File: src/inc/cpi_pkg.sv
// package: register map, field positions and timing constants for capture/periodic timer
package cpi_pkg;
  // ---------------------------------------------------------------
  // register byte offsets
  // ---------------------------------------------------------------
  localparam logic [7:0] ADDR_TMSK_TWO   = 8'h24;
  localparam logic [7:0] ADDR_TFLG_TWO   = 8'h25;
  localparam logic [7:0] ADDR_PULSE_ACC_CONTROL_REGISTER      = 8'h26;
  localparam logic [7:0] ADDR_EDGE_CFG   = 8'h20;
  localparam logic [7:0] ADDR_COUNT      = 8'h0c;
  localparam logic [7:0] ADDR_CAP_BASE   = 8'h10;
  // ---------------------------------------------------------------
  // field positions
  // ---------------------------------------------------------------
  localparam int BIT_OVF_IE    = 7;
  localparam int BIT_PER_IE    = 6;
  localparam int BIT_PAOVF_IE  = 5;
  localparam int BIT_PAEDGE_IE = 4;
  localparam int BIT_PR_HI     = 1;
  localparam int BIT_PR_LO     = 0;
  localparam int BIT_PER_FLAG  = 6;
  localparam int BIT_RATE_HI   = 1;
  localparam int BIT_RATE_LO   = 0;
  localparam logic [7:0] TMSK_WMASK = 8'hf3;
  localparam logic [7:0] TMSK_RESET = 8'h00;
  localparam logic [7:0] PULSE_ACC_CONTROL_REGISTER_RESET = 8'h00;
  localparam logic [7:0] CFG_RESET  = 8'h00;
  // ---------------------------------------------------------------
  // timing
  // ---------------------------------------------------------------
  localparam int PER_BASE_LOG2 = 13;
  localparam int PER_DIV_W     = 16;
  localparam int PRESC_W       = 4;
  localparam int CNT_W         = 16;
  localparam logic [3:0] PRESC_MASK_1  = 4'h0;
  localparam logic [3:0] PRESC_MASK_4  = 4'h3;
  localparam logic [3:0] PRESC_MASK_8  = 4'h7;
  localparam logic [3:0] PRESC_MASK_16 = 4'hf;
endpackage

File: src/verilog/cpi_timer.sv
// capture and periodic-interrupt timer with apb register access
//
// The APB slave port was chosen for this implementation.
`timescale 1ns/1ps
// Function
// - chosen edge latches counter into capture
// - synchronise inputs, latch opposite counter half; code captures pre-increment count_q on the same posedge
// - compare pin delay matches capture delay; no compare pin here, capture_event carries the synchroniser delay
// - rate select gives E/2^13..2^16
// - enable bit gates periodic interrupt request
// - periodic divider free-running, only reset stops
// - interval measured from previous timeout
// - timeout sets flag, raises irq if enabled
// - full interval before first flag after reset
// - mask register at 0x24, layout, reset zero
// - bits 3..2 read zero, writes ignored
// - prescale select divides counter clock 1/4/8/16
module cpi_timer
  import cpi_pkg::*;
#(
  parameter int N_CAP = 3
) (
  // clock and reset
  input  wire logic              pclk,
  input  wire logic              presetn,
  // apb slave
  input  wire logic              psel,
  input  wire logic              penable,
  input  wire logic              pwrite,
  input  wire logic [7:0]        paddr,
  input  wire logic [31:0]       pwdata,
  output logic      [31:0]       prdata,
  output logic                   pready,
  output logic                   pslverr,
  // capture pins
  input  wire logic [N_CAP-1:0]  capture_pin,
  // interrupt requests
  output logic                   periodic_irq,
  output logic                   overflow_irq,
  output logic [N_CAP-1:0]       capture_event
);

  // ---------------------------------------------------------------
  // types and decode helpers
  // ---------------------------------------------------------------
  typedef logic [CNT_W-1:0] cpi_word_t;

  function automatic logic [3:0] presc_mask(input logic [1:0] sel);
    case (sel)
      2'h0:    presc_mask = PRESC_MASK_1;
      2'h1:    presc_mask = PRESC_MASK_4;
      2'h2:    presc_mask = PRESC_MASK_8;
      default: presc_mask = PRESC_MASK_16;
    endcase
  endfunction

  function automatic logic is_cap_addr(input logic [7:0] a, input int idx);
    is_cap_addr = (a == 8'(ADDR_CAP_BASE + 8'(4 * idx)));
  endfunction

  // hardware set beats a software clear in the same cycle, so no event is lost
  function automatic logic flag_next(input logic cur, input logic set, input logic clr);
    flag_next = set | (cur & ~clr);
  endfunction

  // ---------------------------------------------------------------
  // registers
  // ---------------------------------------------------------------
  logic [7:0]            tmsk_q, tmsk_d;
  logic [7:0]            pulse_acc_control_register_q, pulse_acc_control_register_d;
  logic [2*N_CAP-1:0]    edge_cfg_q, edge_cfg_d;
  logic                  per_flag_q, per_flag_d;
  logic                  ovf_flag_q, ovf_flag_d;
  logic [PER_DIV_W-1:0]  per_div_q, per_div_d;
  logic [PRESC_W-1:0]    presc_q, presc_d;
  cpi_word_t             count_q, count_d;
  cpi_word_t             cap_q [N_CAP];
  cpi_word_t             cap_d [N_CAP];
  logic [N_CAP-1:0]      sync1_q, sync2_q, sync3_q;
  logic [N_CAP-1:0]      sync1_d, sync2_d, sync3_d;
  logic [N_CAP-1:0]      cap_hit;
  logic [N_CAP-1:0]      cap_ev_q, cap_ev_d;
  logic                  per_clr;
  logic                  ovf_clr;
  logic [31:0]           rdata_q, rdata_d;

  logic                  wr_en;
  logic                  rd_en;
  logic                  addr_ok;
  logic                  count_tick;
  logic                  per_tick;
  logic [1:0]            rate_sel;
  logic [PER_DIV_W-1:0]  per_mask;

  assign wr_en   = psel & penable & pwrite;
  assign rd_en   = psel & ~penable & ~pwrite;
  assign pready  = 1'b1;
  assign pslverr = psel & penable & ~addr_ok;
  assign prdata  = rdata_q;

  // ---------------------------------------------------------------
  // capture input synchronisers
  // ---------------------------------------------------------------
  // the third stage only feeds the edge detector; stage one is read by stage two alone
  always_comb begin
    sync1_d = capture_pin;
    sync2_d = sync1_q;
    sync3_d = sync2_q;
  end

  always_ff @(posedge pclk or negedge presetn) begin
    if (!presetn) begin
      sync1_q <= '0;
      sync2_q <= '0;
      sync3_q <= '0;
    end else begin
      sync1_q <= sync1_d;
      sync2_q <= sync2_d;
      sync3_q <= sync3_d;
    end
  end

  // edge select per channel: 00 off, 01 rising, 10 falling, 11 both
  genvar gi;
  generate
    for (gi = 0; gi < N_CAP; gi++) begin : g_edge
      logic rise;
      logic fall;
      assign rise = sync2_q[gi] & ~sync3_q[gi];
      assign fall = ~sync2_q[gi] & sync3_q[gi];
      assign cap_hit[gi] = (edge_cfg_q[2*gi] & rise) | (edge_cfg_q[2*gi+1] & fall);
    end
  endgenerate

  // ---------------------------------------------------------------
  // main counter with prescaler
  // ---------------------------------------------------------------
  // single-edge design: the capture takes the pre-increment value, which stands in
  // for latching on the half cycle opposite the increment
  always_comb begin
    presc_d    = presc_q + 4'h1;
    count_tick = 1'b0;
    if ((presc_q & presc_mask(tmsk_q[BIT_PR_HI:BIT_PR_LO])) ==
        presc_mask(tmsk_q[BIT_PR_HI:BIT_PR_LO])) begin
      presc_d    = '0;
      count_tick = 1'b1;
    end
    count_d    = count_tick ? count_q + 16'h0001 : count_q;
    cap_ev_d   = cap_hit;
    for (int i = 0; i < N_CAP; i++) begin
      cap_d[i] = cap_hit[i] ? count_q : cap_q[i];
    end
  end

  always_ff @(posedge pclk or negedge presetn) begin
    if (!presetn) begin
      presc_q  <= '0;
      count_q  <= '0;
      cap_ev_q <= '0;
      for (int i = 0; i < N_CAP; i++) begin
        cap_q[i] <= '0;
      end
    end else begin
      presc_q  <= presc_d;
      count_q  <= count_d;
      cap_ev_q <= cap_ev_d;
      for (int i = 0; i < N_CAP; i++) begin
        cap_q[i] <= cap_d[i];
      end
    end
  end

  // compare outputs are outside this block; capture_event carries the same
  // fixed synchroniser latency a compare pin would see
  assign capture_event = cap_ev_q;

  // ---------------------------------------------------------------
  // periodic divider
  // ---------------------------------------------------------------
  // divider never reloads on software action, so spacing stays constant
  assign rate_sel = {pulse_acc_control_register_q[BIT_RATE_HI], pulse_acc_control_register_q[BIT_RATE_LO]};

  always_comb begin
    case (rate_sel)
      2'h0:    per_mask = 16'h1fff;
      2'h1:    per_mask = 16'h3fff;
      2'h2:    per_mask = 16'h7fff;
      default: per_mask = 16'hffff;
    endcase
    per_div_d = per_div_q + 16'h0001;
    per_tick  = ((per_div_q & per_mask) == per_mask);
  end

  always_ff @(posedge pclk or negedge presetn) begin
    if (!presetn) begin
      per_div_q <= '0;
    end else begin
      per_div_q <= per_div_d;
    end
  end

  // ---------------------------------------------------------------
  // registers and flags
  // ---------------------------------------------------------------
  always_comb begin
    addr_ok = (paddr == ADDR_TMSK_TWO) || (paddr == ADDR_TFLG_TWO) ||
              (paddr == ADDR_PULSE_ACC_CONTROL_REGISTER) || (paddr == ADDR_EDGE_CFG) ||
              (paddr == ADDR_COUNT);
    for (int i = 0; i < N_CAP; i++) begin
      if (is_cap_addr(paddr, i)) begin
        addr_ok = 1'b1;
      end
    end
  end

  always_comb begin
    tmsk_d     = tmsk_q;
    pulse_acc_control_register_d    = pulse_acc_control_register_q;
    edge_cfg_d = edge_cfg_q;
    per_clr    = 1'b0;
    ovf_clr    = 1'b0;
    if (wr_en) begin
      case (paddr)
        ADDR_TMSK_TWO: tmsk_d     = pwdata[7:0] & TMSK_WMASK;
        ADDR_PULSE_ACC_CONTROL_REGISTER:    pulse_acc_control_register_d    = pwdata[7:0];
        ADDR_EDGE_CFG: edge_cfg_d = pwdata[2*N_CAP-1:0];
        ADDR_TFLG_TWO: begin
          // write one to clear
          per_clr = pwdata[BIT_PER_FLAG];
          ovf_clr = pwdata[7];
        end
        default: ;
      endcase
    end
    per_flag_d = flag_next(per_flag_q, per_tick, per_clr);
    ovf_flag_d = flag_next(ovf_flag_q, count_tick && (count_q == 16'hffff), ovf_clr);
  end

  always_ff @(posedge pclk or negedge presetn) begin
    if (!presetn) begin
      tmsk_q     <= TMSK_RESET;
      pulse_acc_control_register_q    <= PULSE_ACC_CONTROL_REGISTER_RESET;
      edge_cfg_q <= '0;
      per_flag_q <= 1'b0;
      ovf_flag_q <= 1'b0;
    end else begin
      tmsk_q     <= tmsk_d;
      pulse_acc_control_register_q    <= pulse_acc_control_register_d;
      edge_cfg_q <= edge_cfg_d;
      per_flag_q <= per_flag_d;
      ovf_flag_q <= ovf_flag_d;
    end
  end

  // ---------------------------------------------------------------
  // read data, captured in setup phase
  // ---------------------------------------------------------------
  always_comb begin
    rdata_d = rdata_q;
    if (rd_en) begin
      rdata_d = '0;
      case (paddr)
        ADDR_TMSK_TWO: rdata_d[7:0] = tmsk_q & TMSK_WMASK;
        ADDR_TFLG_TWO: rdata_d[7:0] = {ovf_flag_q, per_flag_q, 6'h00};
        ADDR_PULSE_ACC_CONTROL_REGISTER:    rdata_d[7:0] = pulse_acc_control_register_q;
        ADDR_EDGE_CFG: rdata_d[2*N_CAP-1:0] = edge_cfg_q;
        ADDR_COUNT:    rdata_d[CNT_W-1:0] = count_q;
        default: begin
          for (int i = 0; i < N_CAP; i++) begin
            if (is_cap_addr(paddr, i)) begin
              rdata_d[CNT_W-1:0] = cap_q[i];
            end
          end
        end
      endcase
    end
  end

  always_ff @(posedge pclk or negedge presetn) begin
    if (!presetn) begin
      rdata_q <= '0;
    end else begin
      rdata_q <= rdata_d;
    end
  end

  assign periodic_irq = per_flag_q & tmsk_q[BIT_PER_IE];
  assign overflow_irq = ovf_flag_q & tmsk_q[BIT_OVF_IE];

endmodule
File: config.mk
export PLATFORM = sky130hd
export DESIGN_NAME = cpi_timer
export DESIGN_NICKNAME = d
export VERILOG_FILES = /design/src/inc/cpi_pkg.sv /design/src/verilog/cpi_timer.sv
export SDC_FILE = /design/constraint.sdc
export NUM_CORES = 1
export LEC_CHECK = 0
export BUFFER_PORTS_ARGS = -buffer_cell sky130_fd_sc_hd__buf_2
export CAP_MARGIN = 25
export CORE_MARGIN = 2
export CORE_UTILIZATION = 52
export DETAILED_ROUTE_END_ITERATION = 12
export PLACE_DENSITY = 0.85
export SYNTH_ARGS = -nofsm -noshare
export SYNTH_HDL_FRONTEND = slang
export SYNTH_SLANG_ARGS = --single-unit
File: constraint.sdc
create_clock -name pclk -period 1.5 [get_ports pclk]
set_input_delay 0.15 -clock pclk [delete_from_list [all_inputs] [get_ports pclk]]
set_output_delay 0.15 -clock pclk [all_outputs]
set_load 0.02 [all_outputs]
; ---- After elaboration in Yosys (flattened, before gate mapping)
; Cells that the tools add are included.
[totals]
regBits = 134
inputBits = 48
out_inout_bits = 39
word_cells = 101
[classes]
add_sub_neg = 3
eq_ne = 15
n_mux = 17
bitwise_logic = 39
reduce_logical = 11
[ops]
columns = operator, count
row1 = 2-to-1 mux 16 bit, 3
row2 = case mux 16 bit (3 select lines), 1
row3 = "adder 16 x 1 -> 16 bit, second input constant", 2
row4 = "== test 8 x 6 -> 1 bit, second input constant", 4
row5 = case mux 6 bit (5 select lines), 1
row6 = "== test 8 x 5 -> 1 bit, second input constant", 3
row7 = AND 1 bit, 21
row8 = AND 16 bit, 1
row9 = == test 16 bit, 1
row10 = "== test 16 bit, second input constant", 1
row11 = case mux 8 bit (2 select lines), 1
row12 = case mux 4 bit (3 select lines), 1
row13 = inverter 1 bit, 11
row14 = case mux 2 bit (5 select lines), 1
row15 = "== test 8 x 4 -> 1 bit, second input constant", 1
row16 = 2-to-1 mux 1 bit, 8
row17 = AND reduction 2 bit, 3
row18 = bitwise OR 1 bit, 5
row19 = "adder 4 x 1 -> 4 bit, second input constant", 1
row20 = AND 4 bit, 1
row21 = "== test 2 x 1 -> 1 bit, second input constant", 2
row22 = "== test 2 bit, second input constant", 2
row23 = == test 4 bit, 1
row24 = logical NOT 2 bit, 2
row25 = 4 further kinds, 7

; ---- Depth between registers and ports, before layout
[depth]
ltp_word = 10
ltp_mapped = 8
ltp_nobuf = 5

; ---- Least setup slack after synthesis
; Ideal clock, no wire load.
[synth_timing]
path_type = input port to flip-flop
startpoint = input port paddr[4]
endpoint = register pulse_acc_control_register_q[0]
setup_time_ns = 0.125
arrival_ns = 1.653
required_ns = 1.375
setup_slack_ns = -0.278
path_stages = 6
path_buffers = 2
cell_sequence = or4b_1 > buf_6 > nor3b_4 > and2b_1 > buf_6 > mux2_4
[synth_between]
elab_chain_len = 2
[synth_lines]
columns = item, line_no
row1 = "start, declared", cpi_timer.sv:30  ; input wire logic [7:0] paddr,
row2 = == test 8 x 6 -> 1 bit, cpi_timer.sv:223  ; case (paddr)
row3 = AND reduction 2 bit (no source line), --
row4 = "end signal, assigned", cpi_timer.sv:248  ; pulse_acc_control_register_q <= pulse_acc_control_register_d;
row5 = "end, declared", cpi_timer.sv:70  ; logic [7:0] pulse_acc_control_register_q, pulse_acc_control_register_d;
; Every way passes these cells.
; A chain may end at the register's enable or synchronous reset.

; ---- Worst setup path in the final report
[layout_timing]
startpoint = input port paddr[7]
endpoint = output port pslverr
[layout_between]
elab_chain_len = 10
elab_cells_between_ends = 17
cone_classes = eq/ne (8) / mux (3) / bitwise (2) / reduce/logical (4)
[layout_lines]
columns = item, line_no
row1 = == test 8 x 6 -> 1 bit, cpi_timer.sv:206  ; addr_ok = (paddr == ADDR_TMSK_TWO) || (paddr == ADDR_TFLG_TWO) ||
row2 = logical OR 1 bit (2 in series), cpi_timer.sv:206
row3 = logical OR 1 bit (2 in series), cpi_timer.sv:207  ; (paddr == ADDR_PULSE_ACC_CONTROL_REGISTER) || (paddr == ADDR_EDGE_CFG) ||
row4 = 2-to-1 mux 1 bit (2 in series), cpi_timer.sv:210  ; if (is_cap_addr(paddr, i)) begin
row5 = 2-to-1 mux 1 bit (*), cpi_timer.sv:210
row6 = inverter 1 bit (*), cpi_timer.sv:98  ; assign pslverr = psel & penable & ~addr_ok;
row7 = AND 1 bit (*), cpi_timer.sv:98
row8 = "end, declared", cpi_timer.sv:34  ; output logic pslverr,
; Mark *: on every way between the ends. The rest lies on a longest branch, timed or not.

==> impl_metrics.tcl <==
set metrics [dict create \
    synth_top_area_share_pct 54.3 \
    stdcell_area_um2 7900 \
    power.density_nw_per_um2 1200 \
    grt_pass1_wl_um 26400 \
    hold_viol 0 \
    htreeDepth 4 \
    final_cells 806 \
    ys_async_sr_fraction_pct 100 \
    start_kind "input port" \
    fin_tns_setup_ns -3.22 \
    viasPerCell 6.15 \
    gr-total-overflow 0 \
    totalPowerFinal_mw 9.49 \
    finalWeightedCongestion 0.942 \
    syn_inst 534 \
    clock.fmax_ghz 0.584 \
    dp_slack_ns -0.373 \
    rsz0062_at_grt "true" \
    cts_buffer_depth 2 \
    die_x_um 113 \
    fp.dieH_um 113 \
    critPathMostFrequentCell "buf_6" \
    hold_path_class "in2reg" \
    fin_crit_sh_pct 114 \
    fin_nets 702 \
    vias 4959 \
    status "finished, violations left" \
    dieArea_um2 12800 \
    drt_first_pass_iters 9 \
    cp_max_fo 2 \
    post-route-util_pct 68.6 \
    ys_seq_area_share_pct 54.3 \
    first_global_vias 5133 \
    cts_buffers 17 \
    synth-simple-area-share_pct 13.8 \
    drv_slew 0 \
    ant_nets 0 \
    arrival_ns 1.56 \
    drtIter0Drc 639 \
    crit_slowest_cell "or4b_4" \
    n_antenna_cell 0 \
    synth.area.top_cells "dfrtp_1 (54%), mux2_2 (11%), nand2_1 (3.3%)" \
    routedWlPerCell_um 21.5 \
    drc 6 \
    io_buffer_count 45 \
    cts.sinks 134 \
    synth_compound_area_share_pct 8.02 \
    yosys_warnings 0 \
    synth_flop_cell "dfrtp_1" \
    synth.distinct_cells 50 \
    synthXorXnorAreaFrac_pct 4.40 \
    setup_viol 30 \
    dp_hpwl_um 10600 \
    muxShareOfSynthArea_pct 14.3 \
    layout_min_cycle_time_ns 1.71 \
    syn_avg_cell_area_um2 11.6 \
    ioPinCount 87 \
    yosysTopAreaCell "dfrtp_1" \
    antenna_found_initial 0 \
    fin_ws_ns -0.212 \
    ir_drop_mv 0.833 \
    synth_edf_count 0 \
    layout-drive-gt1-share_pct 38.3 \
    drv_cap 0 \
    wirelength_um 17300 \
    yosys.area_share.adder_pct 0.608 \
    clockRootBuffer "clkbuf_16" \
    initial_core_util_pct 53.6 \
    violations "design-rule violations, negative setup slack" \
    synth_top_family_by_area "multiplexers" \
    crit_required_ns 1.35 \
    end_kind "primary output" \
    syn2layout_area_growth_pct 27.9 \
    insertion_delay_ns 0.42 \
    ys_ff_latch 134 \
    rows 39 \
    leakagePower_nw 3.86 \
    crit_type "in2out" \
    crit_chain "buf_6, or4b_4, a2111oi_4, nor2_1, nand3_1, a21oi_4, buf_6" \
    fin_hold_ws_ns 0.0168 \
    place_inst 763 \
    cts_tree "yes" \
    core_area_um2 11500 \
    grt_max_degree 33 \
    post_dp_cell_area_um2 7040 \
    finalClockSkew_ns 0.00810 \
    grtUsageTotal_pct 27.0 \
    path_clk_slew_ns 0.06 \
    syn_area_um2 6170 \
    cpPeakStageDelay_ns 0.58 \
]
critical path, delay by kind of cell:
| family | cells | cell delay [ns] |
|---|---|---|
| AOI/OAI and AO/OA | 2 | 0.36 |
| buffers and inverters | 2 | 0.23 |
| and+or+nand+nor | 3 | 0.81 |
final timing paths:
| check | from | end | slack (ns) | cells past startpoint |
|---|---|---|---|---|
| setup reg to reg | count_q[1] | prdata[1] | -0.08 | 5 |
| hold reg to reg | sync1_q[2] | sync2_q[2] | 0.36 | 0 |
| min in group asynchronous | presetn | capture_event[0] | 0.20 | 2 |
| max in group asynchronous | presetn | prdata[1] | 0.77 | 3 |
| hold / removal | pwdata[1] | pulse_acc_control_register_q[1] | 0.02 | 2 |
| setup / recovery | paddr[7] | pslverr | -0.21 | 7 |
layer usage:
layer  track usage (%)  part of all wire, %  vias up
met5                 0                    0        -
met4              14.7                  5.4        0
met3              7.50                  8.0       94
met2              44.9                   50      321
met1              32.1                   37     2460
li1                  -                    -     2084
Yosys cell counts (2+ instances only):
cell type	instances
and3_1	9
and2_1	6
mux2_2	60
mux2_4	8
nand3b_1	3
nor2b_1	7
mux2i_1	9
conb_1	2
ha_1	3
nand2b_1	3
o211ai_1	2
o21ai_0	21
o21ai_1	5
a21oi_1	17
or2_2	2
dfrtp_1	134
nor4b_2	2
nor2_1	29
buf_2	11
inv_1	3
nand3_1	14
buf_4	17
xnor2_1	18
a221oi_1	5
nand2_1	55
nor3_1	10
a22oi_1	7
buf_6	2
or3_1	9
nand4_1	5
o22ai_1	3
a32oi_1	8
a22o_1	3
clkbuf_1	14
xor2_1	13
flip-flops by register name, indices dropped and copies added (netlist names):
name                          flops
ovf_flag_q                        1
prdata                           16
count_q                          16
sync3_q                           3
edge_cfg_q                        6
tmsk_q                            6
sync2_q                           3
cap_q                            48
capture_event                     3
sync1_q                           3
per_flag_q                        1
pulse_acc_control_register_q      8
per_div_q                        16
presc_q                           4
power by group:
group / switching [mW] / total (mW) / internal [mW] / leakage, nW
combinational: 0.835 / 1.47 / 0.634 / 1.78
sequential: 0.174 / 4.03 / 3.86 / 1.80
clock: 1.52 / 3.99 / 2.47 / 0.277
final cells by class:
class | count | area, um2
Inverter | 3 | 11.3
Fill cell | 722 | 3620
Clock buffer | 18 | 439
Timing Repair Buffer | 127 | 1000
Clock inverter | 13 | 134
Sequential cell | 134 | 3350
Tap cell | 143 | 179
Multi-Input combinational cell | 368 | 2780
what timing repair did:
| item | CTS | global route |
|---|---|---|
| pin swaps | 7 | 11 |
| setup endpoints to repair | 15 | 38 |
| hold endpoints to repair | 51 | 0 |
| setup buffers | 3 | 3 |
| hold buffers | 6 | 0 |
| gates resized for setup | 17 | 23 |
cells in the final DEF (no fill, tap or decap), types with 4 or more instances in the layout:
cell,count
dlygate4sd3_1,6
nor3_4,6
xnor2_1,18
nand4_1,5
a221oi_1,5
buf_2,41
clkbuf_16,17
a21oi_1,16
xor2_1,13
mux2i_1,9
and2_1,7
nor2b_1,4
nor2_1,27
conb_1,17
and3_1,7
o21ai_2,4
nand3_1,13
buf_4,63
a32oi_1,8
nor3_1,4
buf_12,8
mux2_4,8
mux2_2,60
buf_6,9
a22oi_1,7
dfrtp_1,134
or3_1,9
clkinv_2,5
o21ai_0,19
nand2_1,55
logic make-up after synthesis:
group | count (synthesis)
XOR/XNOR | 31
adder cells (fa/ha/maj) | 3
flip-flops | 134
AND/OR/NAND/NOR | 165
buffers and inverters | 47
multiplexers | 77
AO/OA/AOI/OAI | 75
other | 2
(Power assumes the default switching activity.)
